--- config.mk ---
export PLATFORM = sky130hd
export DESIGN_NAME = uhpc_port_ctrl
export DESIGN_NICKNAME = d
export VERILOG_FILES = /design/src/uhpc_pkg.sv /design/src/uhpc_line_mon.sv /design/src/uhpc_port_ctrl.sv
export VERILOG_INCLUDE_DIRS = /design/src
export SDC_FILE = /design/constraint.sdc
export NUM_CORES = 1
export LEC_CHECK = 0
export BUFFER_PORTS_ARGS = -buffer_cell sky130_fd_sc_hd__buf_2
export CORE_MARGIN = 4
export CORE_UTILIZATION = 54
export DETAILED_ROUTE_END_ITERATION = 7
export GPL_TIMING_DRIVEN = 0
export HOLD_SLACK_MARGIN = 0.1
export PLACE_DENSITY = 0.85
export SETUP_SLACK_MARGIN = 0.2
export SLEW_MARGIN = 20
export SYNTH_ARGS = -nofsm -noshare
export SYNTH_HDL_FRONTEND = slang
export SYNTH_SLANG_ARGS = --single-unit
--- constraint.sdc ---
create_clock -name hclk -period 2.8 [get_ports hclk]
set_input_delay 0.14 -clock hclk [delete_from_list [all_inputs] [get_ports hclk]]
set_output_delay 0.14 -clock hclk [all_outputs]
set_load 0.05 [all_outputs]
--- src/uhpc_map.svh ---
// Register offsets, field positions and reset values of the host port block
`ifndef UHPC_MAP_SVH
`define UHPC_MAP_SVH

`define UHPC_OFS_ASYNC_PTR   8'h28
`define UHPC_OFS_PORT_SC     8'h30
`define UHPC_OFS_IRQ_STAT    8'h40
`define UHPC_OFS_IRQ_MASK    8'h44

`define UHPC_PTR_MASK        32'hFFFF_FFE0
`define UHPC_PTR_RST         32'h0000_0000

`define UHPC_PSC_CONN        0
`define UHPC_PSC_CONN_CHG    1
`define UHPC_PSC_EN          2
`define UHPC_PSC_RESUME      6
`define UHPC_PSC_SUSP        7
`define UHPC_PSC_RST         8
`define UHPC_PSC_LINE_LO     10
`define UHPC_PSC_LINE_HI     11
`define UHPC_PSC_TFORCE      16

`define UHPC_IRQ_W           3
`define UHPC_IRQ_CONN        0
`define UHPC_IRQ_PCD         1
`define UHPC_IRQ_RST_DONE    2
`define UHPC_IRQ_RST         3'h0

`define UHPC_LINE_SE0        2'h0
`define UHPC_LINE_J          2'h2
`define UHPC_LINE_K          2'h1

`endif

--- src/uhpc_pkg.sv ---
// Types shared by the host port block
package uhpc_pkg;

  typedef enum logic [1:0] {
    UHPC_PORT_DISABLED,
    UHPC_PORT_ENABLED,
    UHPC_PORT_SUSPENDED
  } uhpc_port_mode_t;

  typedef struct packed {
    logic       valid;
    logic       write;
    logic [7:0] addr;
  } uhpc_ahb_req_t;

endpackage : uhpc_pkg

--- src/uhpc_line_mon.sv ---
// Bus line level capture and J-to-K detection
`timescale 1ns/1ps
`default_nettype none
`include "uhpc_map.svh"

module uhpc_line_mon (
  // Clock and reset
  input  wire logic       hclk,
  input  wire logic       hresetn,
  // Bus lines
  input  wire logic       usb_dp,
  input  wire logic       usb_dm,
  // Decoded state
  output logic [1:0]      bus_line_levels,
  output logic            j_to_k
);

  logic [1:0] line_q;
  logic [1:0] prev_q;

  always_ff @(posedge hclk or negedge hresetn) begin
    if (!hresetn) begin
      line_q <= `UHPC_LINE_SE0;
      prev_q <= `UHPC_LINE_SE0;
    end else begin
      line_q <= {usb_dp, usb_dm};
      prev_q <= line_q;
    end
  end

  assign bus_line_levels = line_q;
  assign j_to_k          = (prev_q == `UHPC_LINE_J) && (line_q == `UHPC_LINE_K);

  a_line_follows: assert property (@(posedge hclk) disable iff (!hresetn)
    ##1 bus_line_levels == $past({usb_dp, usb_dm}))
    else $error("line levels do not follow D+ and D-");

endmodule : uhpc_line_mon
`default_nettype wire

--- src/uhpc_port_ctrl.sv ---
// Host port control: schedule pointer, root port register and AHB-Lite slave
`timescale 1ns/1ps
`default_nettype none
`include "uhpc_map.svh"

// Summary of operation
// Pointer keeps bits 31:5, low bits zero
// Port register cleared only by resets
// After reset: disconnected and disabled
// Software waits for stable port power
// Attach sets connected and change flag
// Test force bit enables port high-speed
// Software sets run after test force
// Line field mirrors D+ and D- levels
// Writing reset one starts bus reset
// Writing reset zero ends bus reset
// Software waits 200us after high-speed reset
// Software stops schedule before port reset
// Enable and suspend bits give port state
// Suspend blocks downstream data except reset
// Suspended port watches for resume
// Writing suspend zero is ignored
// J-to-K in suspend sets resume, change
// Reserved bits ignore writes, read zero
module uhpc_port_ctrl
  import uhpc_pkg::*;
(
  // Clock and reset
  input  wire logic        hclk,
  input  wire logic        hresetn,
  input  wire logic        hc_reset,
  // AHB-Lite slave
  input  wire logic        hsel,
  input  wire logic [31:0] haddr,
  input  wire logic [1:0]  htrans,
  input  wire logic        hwrite,
  input  wire logic [2:0]  hsize,
  input  wire logic [31:0] hwdata,
  input  wire logic        hready,
  output logic             hreadyout,
  output logic             hresp,
  output logic [31:0]      hrdata,
  // Downstream port
  input  wire logic        usb_dp,
  input  wire logic        usb_dm,
  input  wire logic        dev_attached,
  output logic             port_enabled,
  output logic             port_suspended,
  output logic             bus_reset_drive,
  output logic             resume_drive,
  output logic             hs_test_mode,
  output logic             tx_permit,
  // Interrupt
  output logic             irq
);

  // ----------------------------------------------------------------------
  // Bus slave
  // ----------------------------------------------------------------------
  uhpc_ahb_req_t req_q;
  logic [31:0]   hrdata_q;
  logic          addr_phase;
  logic          wr_ptr;
  logic          wr_port;
  logic          wr_stat;
  logic          wr_mask;

  assign addr_phase = hsel && hready && htrans[1];

  always_ff @(posedge hclk or negedge hresetn) begin
    if (!hresetn) begin
      req_q <= '0;
    end else if (hready) begin
      req_q.valid <= addr_phase;
      req_q.write <= hwrite;
      req_q.addr  <= haddr[7:0];
    end
  end

  assign wr_ptr  = req_q.valid && req_q.write && (req_q.addr == `UHPC_OFS_ASYNC_PTR);
  assign wr_port = req_q.valid && req_q.write && (req_q.addr == `UHPC_OFS_PORT_SC);
  assign wr_stat = req_q.valid && req_q.write && (req_q.addr == `UHPC_OFS_IRQ_STAT);
  assign wr_mask = req_q.valid && req_q.write && (req_q.addr == `UHPC_OFS_IRQ_MASK);

  assign hreadyout = 1'b1;
  assign hresp     = 1'b0;
  assign hrdata    = hrdata_q;

  // ----------------------------------------------------------------------
  // Line monitor
  // ----------------------------------------------------------------------
  logic [1:0] bus_line_levels;
  logic       j_to_k;

  uhpc_line_mon u_line_mon (
    .hclk            (hclk),
    .hresetn         (hresetn),
    .usb_dp          (usb_dp),
    .usb_dm          (usb_dm),
    .bus_line_levels (bus_line_levels),
    .j_to_k          (j_to_k)
  );

  // ----------------------------------------------------------------------
  // Schedule pointer
  // ----------------------------------------------------------------------
  logic [31:0] next_queue_head_pointer_q;

  always_ff @(posedge hclk or negedge hresetn) begin
    if (!hresetn) begin
      next_queue_head_pointer_q <= `UHPC_PTR_RST;
    end else if (hc_reset) begin
      next_queue_head_pointer_q <= `UHPC_PTR_RST;
    end else if (wr_ptr) begin
      next_queue_head_pointer_q <= hwdata & `UHPC_PTR_MASK;
    end
  end

  // ----------------------------------------------------------------------
  // Port state
  // ----------------------------------------------------------------------
  logic            conn_q;
  logic            conn_chg_q;
  logic            en_q;
  logic            forced_port_wakeup_q;
  logic            port_suspend_state_q;
  logic            port_bus_reset_q;
  logic            test_forced_port_enable_q;
  uhpc_port_mode_t mode;
  logic            conn_evt;
  logic            rst_end;
  logic            resume_end;
  logic            resume_det;

  always_comb begin
    if (!en_q) begin
      mode = UHPC_PORT_DISABLED;
    end else if (port_suspend_state_q) begin
      mode = UHPC_PORT_SUSPENDED;
    end else begin
      mode = UHPC_PORT_ENABLED;
    end
  end

  assign conn_evt   = conn_q != dev_attached;
  assign rst_end    = port_bus_reset_q && wr_port && !hwdata[`UHPC_PSC_RST];
  assign resume_end = forced_port_wakeup_q && wr_port && !hwdata[`UHPC_PSC_RESUME];
  assign resume_det = j_to_k && (mode == UHPC_PORT_SUSPENDED);

  // Connect status and its change flag
  always_ff @(posedge hclk or negedge hresetn) begin
    if (!hresetn) begin
      conn_q     <= 1'b0;
      conn_chg_q <= 1'b0;
    end else if (hc_reset) begin
      conn_q     <= 1'b0;
      conn_chg_q <= 1'b0;
    end else begin
      conn_q <= dev_attached;
      if (conn_evt) begin
        conn_chg_q <= 1'b1;
      end else if (wr_port && hwdata[`UHPC_PSC_CONN_CHG]) begin
        conn_chg_q <= 1'b0;
      end
    end
  end

  // Port enable, set by a test force write or at the end of bus reset
  always_ff @(posedge hclk or negedge hresetn) begin
    if (!hresetn) begin
      en_q <= 1'b0;
    end else if (hc_reset) begin
      en_q <= 1'b0;
    end else if (wr_port && hwdata[`UHPC_PSC_TFORCE]) begin
      en_q <= 1'b1;
    end else if (rst_end && conn_q) begin
      en_q <= 1'b1;
    end else if ((conn_q && !dev_attached) || (wr_port && !hwdata[`UHPC_PSC_EN])) begin
      en_q <= 1'b0;
    end else if (!port_bus_reset_q && wr_port && hwdata[`UHPC_PSC_RST]) begin
      en_q <= 1'b0;
    end
  end

  // Bus reset and test force
  always_ff @(posedge hclk or negedge hresetn) begin
    if (!hresetn) begin
      port_bus_reset_q          <= 1'b0;
      test_forced_port_enable_q <= 1'b0;
    end else if (hc_reset) begin
      port_bus_reset_q          <= 1'b0;
      test_forced_port_enable_q <= 1'b0;
    end else if (wr_port) begin
      port_bus_reset_q          <= hwdata[`UHPC_PSC_RST];
      test_forced_port_enable_q <= hwdata[`UHPC_PSC_TFORCE];
    end
  end

  // Suspend: entered by a software write, left at resume end, port disable or bus reset
  always_ff @(posedge hclk or negedge hresetn) begin
    if (!hresetn) begin
      port_suspend_state_q <= 1'b0;
    end else if (hc_reset) begin
      port_suspend_state_q <= 1'b0;
    end else if (!en_q || port_bus_reset_q || resume_end) begin
      port_suspend_state_q <= 1'b0;
    end else if (wr_port && hwdata[`UHPC_PSC_SUSP]) begin
      port_suspend_state_q <= 1'b1;
    end
  end

  // Resume: detected on the line or driven by software
  always_ff @(posedge hclk or negedge hresetn) begin
    if (!hresetn) begin
      forced_port_wakeup_q <= 1'b0;
    end else if (hc_reset) begin
      forced_port_wakeup_q <= 1'b0;
    end else if (resume_det) begin
      forced_port_wakeup_q <= 1'b1;
    end else if (wr_port && en_q) begin
      forced_port_wakeup_q <= hwdata[`UHPC_PSC_RESUME];
    end else if (!en_q) begin
      forced_port_wakeup_q <= 1'b0;
    end
  end

  assign port_enabled    = en_q;
  assign port_suspended  = mode == UHPC_PORT_SUSPENDED;
  assign bus_reset_drive = port_bus_reset_q;
  assign resume_drive    = forced_port_wakeup_q;
  assign hs_test_mode    = test_forced_port_enable_q;
  assign tx_permit       = (mode == UHPC_PORT_ENABLED) || port_bus_reset_q;

  // ----------------------------------------------------------------------
  // Interrupts
  // ----------------------------------------------------------------------
  logic [`UHPC_IRQ_W-1:0] irq_stat_q;
  logic [`UHPC_IRQ_W-1:0] irq_mask_q;
  logic [`UHPC_IRQ_W-1:0] irq_set;

  assign irq_set = {rst_end, resume_det, conn_evt};

  always_ff @(posedge hclk or negedge hresetn) begin
    if (!hresetn) begin
      irq_stat_q <= `UHPC_IRQ_RST;
    end else if (hc_reset) begin
      irq_stat_q <= `UHPC_IRQ_RST;
    end else begin
      irq_stat_q <= irq_set | (irq_stat_q & ~(wr_stat ? hwdata[`UHPC_IRQ_W-1:0] : '0));
    end
  end

  always_ff @(posedge hclk or negedge hresetn) begin
    if (!hresetn) begin
      irq_mask_q <= `UHPC_IRQ_RST;
    end else if (wr_mask) begin
      irq_mask_q <= hwdata[`UHPC_IRQ_W-1:0];
    end
  end

  assign irq = |(irq_stat_q & irq_mask_q);

  // ----------------------------------------------------------------------
  // Read data
  // ----------------------------------------------------------------------
  logic [31:0] port_word;

  always_comb begin
    port_word                                        = '0;
    port_word[`UHPC_PSC_CONN]                        = conn_q;
    port_word[`UHPC_PSC_CONN_CHG]                    = conn_chg_q;
    port_word[`UHPC_PSC_EN]                          = en_q;
    port_word[`UHPC_PSC_RESUME]                      = forced_port_wakeup_q;
    port_word[`UHPC_PSC_SUSP]                        = port_suspend_state_q;
    port_word[`UHPC_PSC_RST]                         = port_bus_reset_q;
    port_word[`UHPC_PSC_LINE_HI:`UHPC_PSC_LINE_LO]   = bus_line_levels;
    port_word[`UHPC_PSC_TFORCE]                      = test_forced_port_enable_q;
  end

  always_ff @(posedge hclk or negedge hresetn) begin
    if (!hresetn) begin
      hrdata_q <= '0;
    end else if (addr_phase && !hwrite) begin
      if (haddr[7:0] == `UHPC_OFS_ASYNC_PTR) begin
        hrdata_q <= next_queue_head_pointer_q;
      end else if (haddr[7:0] == `UHPC_OFS_PORT_SC) begin
        hrdata_q <= port_word;
      end else if (haddr[7:0] == `UHPC_OFS_IRQ_STAT) begin
        hrdata_q <= {29'h0, irq_stat_q};
      end else if (haddr[7:0] == `UHPC_OFS_IRQ_MASK) begin
        hrdata_q <= {29'h0, irq_mask_q};
      end else begin
        hrdata_q <= '0;
      end
    end
  end

  // ----------------------------------------------------------------------
  // Assertions
  // ----------------------------------------------------------------------
  a_ptr_low_zero: assert property (@(posedge hclk) disable iff (!hresetn)
    wr_ptr && !hc_reset |=> next_queue_head_pointer_q == ($past(hwdata) & 32'hFFFF_FFE0))
    else $error("pointer does not keep bits 31:5 only");

  a_hc_reset_clears: assert property (@(posedge hclk) disable iff (!hresetn)
    hc_reset |=> !en_q && !conn_q && !port_bus_reset_q && !conn_chg_q)
    else $error("controller reset left port state");

  a_attach_flags: assert property (@(posedge hclk) disable iff (!hresetn)
    !hc_reset && !conn_q && dev_attached |=> conn_q && conn_chg_q)
    else $error("attach not reported");

  a_tforce_enables: assert property (@(posedge hclk) disable iff (!hresetn)
    !hc_reset && wr_port && hwdata[16] |=> port_enabled && hs_test_mode)
    else $error("test force did not enable port");

  a_reset_reads_one: assert property (@(posedge hclk) disable iff (!hresetn)
    !hc_reset && wr_port && hwdata[8] && !hwdata[16]
      |=> bus_reset_drive && port_word[8] && !port_enabled)
    else $error("bus reset not started");

  a_reset_end_en: assert property (@(posedge hclk) disable iff (!hresetn)
    !hc_reset && rst_end && conn_q && !hwdata[16] |=> !bus_reset_drive && port_enabled)
    else $error("bus reset end did not enable port");

  a_susp_blocks_tx: assert property (@(posedge hclk) disable iff (!hresetn)
    port_suspended && !bus_reset_drive |-> !tx_permit)
    else $error("data allowed while suspended");

  a_susp_zero_ign: assert property (@(posedge hclk) disable iff (!hresetn)
    port_suspended && wr_port && !hwdata[7] && hwdata[2] && !hwdata[8] && !resume_end
      && !hc_reset && dev_attached |=> port_suspended)
    else $error("suspend left by writing zero");

  a_resume_sets: assert property (@(posedge hclk) disable iff (!hresetn)
    !hc_reset && resume_det |=> resume_drive && irq_stat_q[1])
    else $error("resume detect did not set flags");

  a_state_decode: assert property (@(posedge hclk) disable iff (!hresetn)
    !port_enabled |-> !port_suspended && (!tx_permit || bus_reset_drive))
    else $error("disabled port not decoded as disabled");

  a_irq_level: assert property (@(posedge hclk) disable iff (!hresetn)
    |(irq_set & irq_mask_q) && !wr_mask && !hc_reset |=> irq)
    else $error("interrupt level wrong");

  c_resume_seen: cover property (@(posedge hclk) disable iff (!hresetn) resume_det);
  c_reset_done: cover property (@(posedge hclk) disable iff (!hresetn) rst_end && conn_q);
  c_suspend_in: cover property (@(posedge hclk) disable iff (!hresetn) $rose(port_suspended));

endmodule : uhpc_port_ctrl
`default_nettype wire

==> summary by stage <==
Run
The reported max-cap violation count is 0.

Timing
Adding up every negative setup slack in the final design gives 0 ns. The slew of the pin with the lowest slew margin is 0.803 ns. The relative slew slack is 46.0%. The maximum clock skew at final layout is about 0.017 ns.

On the final layout, the worst hold slack is 0.145 ns. The number of pins exceeding their max-slew limit in the final report was 0. The post-layout minimum cycle time is around 2.2 ns. The number of endpoints failing setup at the final stage is 0. For this run, the top clock speed supported by timing is between 400 and 500 MHz. The number of failing hold endpoints at the final stage is 0. Setup repair after global routing left no endpoint under its margin. In the finished design, the share of the clock period the worst path needs comes to 78.6%.

Pwr
The static leakage is 2.35 nW. Net switching is 25.2% of the power. Summed over all nets, the switching power comes to 0.633 mW. The internal power of the cells totals between 1.5 and 2 mW. The power share of the combinational group is 10.5%. The worst-case IR drop observed on VDD is 0.382 mV.

The part of the total power dissipated in sequential elements is between 50% and 60%. For this design the ratio of total power to cell area is 538 nW/µm². The clock network fraction of design power is 39.0%.

Global route
The first-pass GRT wire length is about 14 mm. The largest net degree at the start of global routing is 53. The number of antenna violations at the first check in global routing is 0. The global-route usage over all layers is 23.5%. The number of global-route vias before repair was about 2,900. The final global-route overflow total is 0.

CTS
The clock drives 84 sinks. TritonCTS built the clock tree. In this run the clock root is driven by a clkbuf_8. For the worst-skew pair, the clock arrives at the later sink with an insertion delay of 0.36 ns. In this run, post-CTS hold repair placed 44 buffers. The number of levels the H-tree was split into is 3. After clock tree synthesis, the repair step resized 0 gates.

Buffers added to address setup during post-CTS repair amount to 0. TritonCTS created 9 clock buffers. Clock-pin slew was measured on the worst setup and hold paths at about 0.08 ns.

In this run the deepest clock path goes through 2 buffers.

Setup path
The category of the most critical setup path is in2reg. The required time of the critical path is a little over 3 ns. The critical path goes through dlygate4sd3_1, buf_2, nor3_1, nand3_1, nor3b_4, buf_6, a22o_1.

STA puts the critical path data arrival time at 2.48 ns. On the critical path, the stage with the largest delay is an instance of dlygate4sd3_1. STA classifies the critical path endpoint as a register. The largest single stage delay on the critical path is 0.55 ns. STA classifies the critical path startpoint as a primary input. The top fanout value on the critical path is 10.

Yosys
The synthesized design devotes to its leading area cell type between 60 and 70% of total area. The top cell type by total area after synthesis is dfrtp_1. After synthesis, flip-flops and latches occupy 60.8% of the total area. The total of flip-flops plus latches after synthesis is 84. Synthesis produced a netlist whose cell count is 260.

The Yosys step of the flow raised 0 warnings. The synthesized design contains 0 enable-type register cells. The total standard cell area after synthesis is 3460 µm². By area the synthesized netlist is led by dfrtp_1 (61%), a22o_1 (12%), mux2_2 (2.6%), a221o_1 (1.7%), mux2i_1 (1.4%). Counting distinct cell types in the post-synthesis netlist gives 44.

The proportion of register bits with asynchronous set or reset after synthesis is 100%. Among all flip-flop cells after synthesis, the most frequent one is dfrtp_1. Averaged over all synthesized cells, the footprint is 13.3 µm².

Drt
The number of iterations in the first detailed-routing pass is 4. Dividing the detail-routed via count by the number of cells gives 5.69. The final routed wire length divided by cell count is 18.2 µm.

The DRC marker count from the first detailed-route iteration is 110. The routed layout has 2,735 vias. For this run, design rule violations remaining after detail routing come to 0. The final antenna-violating net count is 0. The routed wire length is 8.75 mm.

Floorplan
From bottom edge to top edge, the die measures 88.0 µm. The placeable core area is 6060 µm². 119 I/O pins were placed. Once the floorplan was initialized, standard cells occupied 57.1% of the core. In this run the horizontal extent of the chip is 88.0 µm.

The die covers 7750 µm². The floorplan row count is 28.

Finish
The cell area after layout is approximately 4700 µm². The number of antenna diodes is 0. The most common cell after layout, fill and taps aside is buf_2. In the final layout, the share of cells above drive strength 1 is 31.3%. From synthesis to final layout, the design area changed by 35.2%.

The top cell types in the final layout, fill and taps aside, are buf_2 (86), dfrtp_1 (84), a22o_1 (48). The number of nets in the layout is 480.

Hold path
The worst hold path belongs to the class in2reg.

Placed design
The area after detailed placement is 4010 µm². The count of buffers inserted at the top-level ports is 83. The wire-length estimate of the detail-placed layout is 5.74 mm. The routability congestion estimate is 0.798.

Run status
The run finished with clean final reports.
==> cells in the mapped netlist, types with 3 or more instances <==
cell	count
dfrtp_1	84
a22o_1	48
nor2_1	10
mux2_2	8
and2_1	7
clkbuf_1	7
inv_1	7
a221o_1	6
o21ai_0	6
a21oi_1	5
mux2i_1	5
nand2_1	5
nor2b_1	5
buf_2	4
buf_4	4
nor3_1	4
mux2_4	3
nand3_1	3
nand4bb_1	3
nor4_1	3
o2111ai_1	3
o211a_1	3
==> cell families (layout without fill, tap and decap cells) <==
logic type	Yosys count	count (layout)	share of synthesized area, %
AND/OR/NAND/NOR	52	52	10.3
multiplexers	16	16	5.35
flip-flops	84	84	60.8
buffers and inverters	25	169	3.76
other	2	4	0.217
AO/OA/AOI/OAI	80	80	19.2
adder cells (fa/ha/maj)	1	1	0.362
==> state kept, by name, summed over array words and instances, names as in the netlist, 2 cells and up <==
name                        cells
req_q                          10
u_line_mon.bus_line_levels      2
irq_mask_q                      3
hrdata                         30
next_queue_head_pointer_q      27
irq_stat_q                      3
u_line_mon.prev_q               2
==> routing by layer <==
metal / global-route usage, % / routed length, µm
met4: 7.97 / 107
met1: 29.3 / 3620
met2: 41.5 / 4550
met3: 3.76 / 476
met5: 0 / 0
==> stage by stage <==
step           setup slack (ns)  util [%]  power (mW)  std cells
2_1_floorplan             0.961         -        1.41        262
3_3_place_gp              0.864      65.6        1.49        420
3_5_place_dp              0.806      66.1        1.51        421
4_1_cts                   0.622      77.1        2.52        481
5_1_grt                   0.338      77.1        2.61        481
6_report                  0.599      77.1        2.51        481
==> power groups by stage <==
stage	Combinational [mW]	Sequential (mW)	Clock, mW
floorplan	0.0872	1.32	0
global placement	0.203	1.29	0
detailed placement	0.213	1.29	0
CTS	0.262	1.27	0.990
global route	0.284	1.27	1.05
finish	0.264	1.27	0.980
==> layout make-up <==
type,instances,area [µm²]
inverters,7,26.3
clock inverters,7,105
multi-input cells,153,1230
plain buffers,18,104
clock buffers,9,124
fillers,376,1390
repair buffers,128,886
well taps,75,93.8
flip-flops and latches,84,2100
==> worst paths after layout <==
kind	start	endpoint	slack [ns]	cells after the start
max	haddr[7]	hrdata[23]	0.60	7
max in group asynchronous	hresetn	hrdata[2]	1.90	3
max reg2reg	req_q[2]	port_suspend_state_q	0.80	4
min in group asynchronous	hresetn	hrdata[19]	0.29	2
min reg2reg	u_line_mon.bus_line_levels[0]	u_line_mon.prev_q[0]	0.44	0
min	haddr[4]	req_q[4]	0.15	2
==> critical path, delay by kind of cell <==
kind / cells / cell delay [ns]
AO/OA/AOI/OAI: 1 / 0.15
buffers and inverters: 3 / 0.90
AND/OR/NAND/NOR: 3 / 1.29
(Power assumes the default switching activity.)
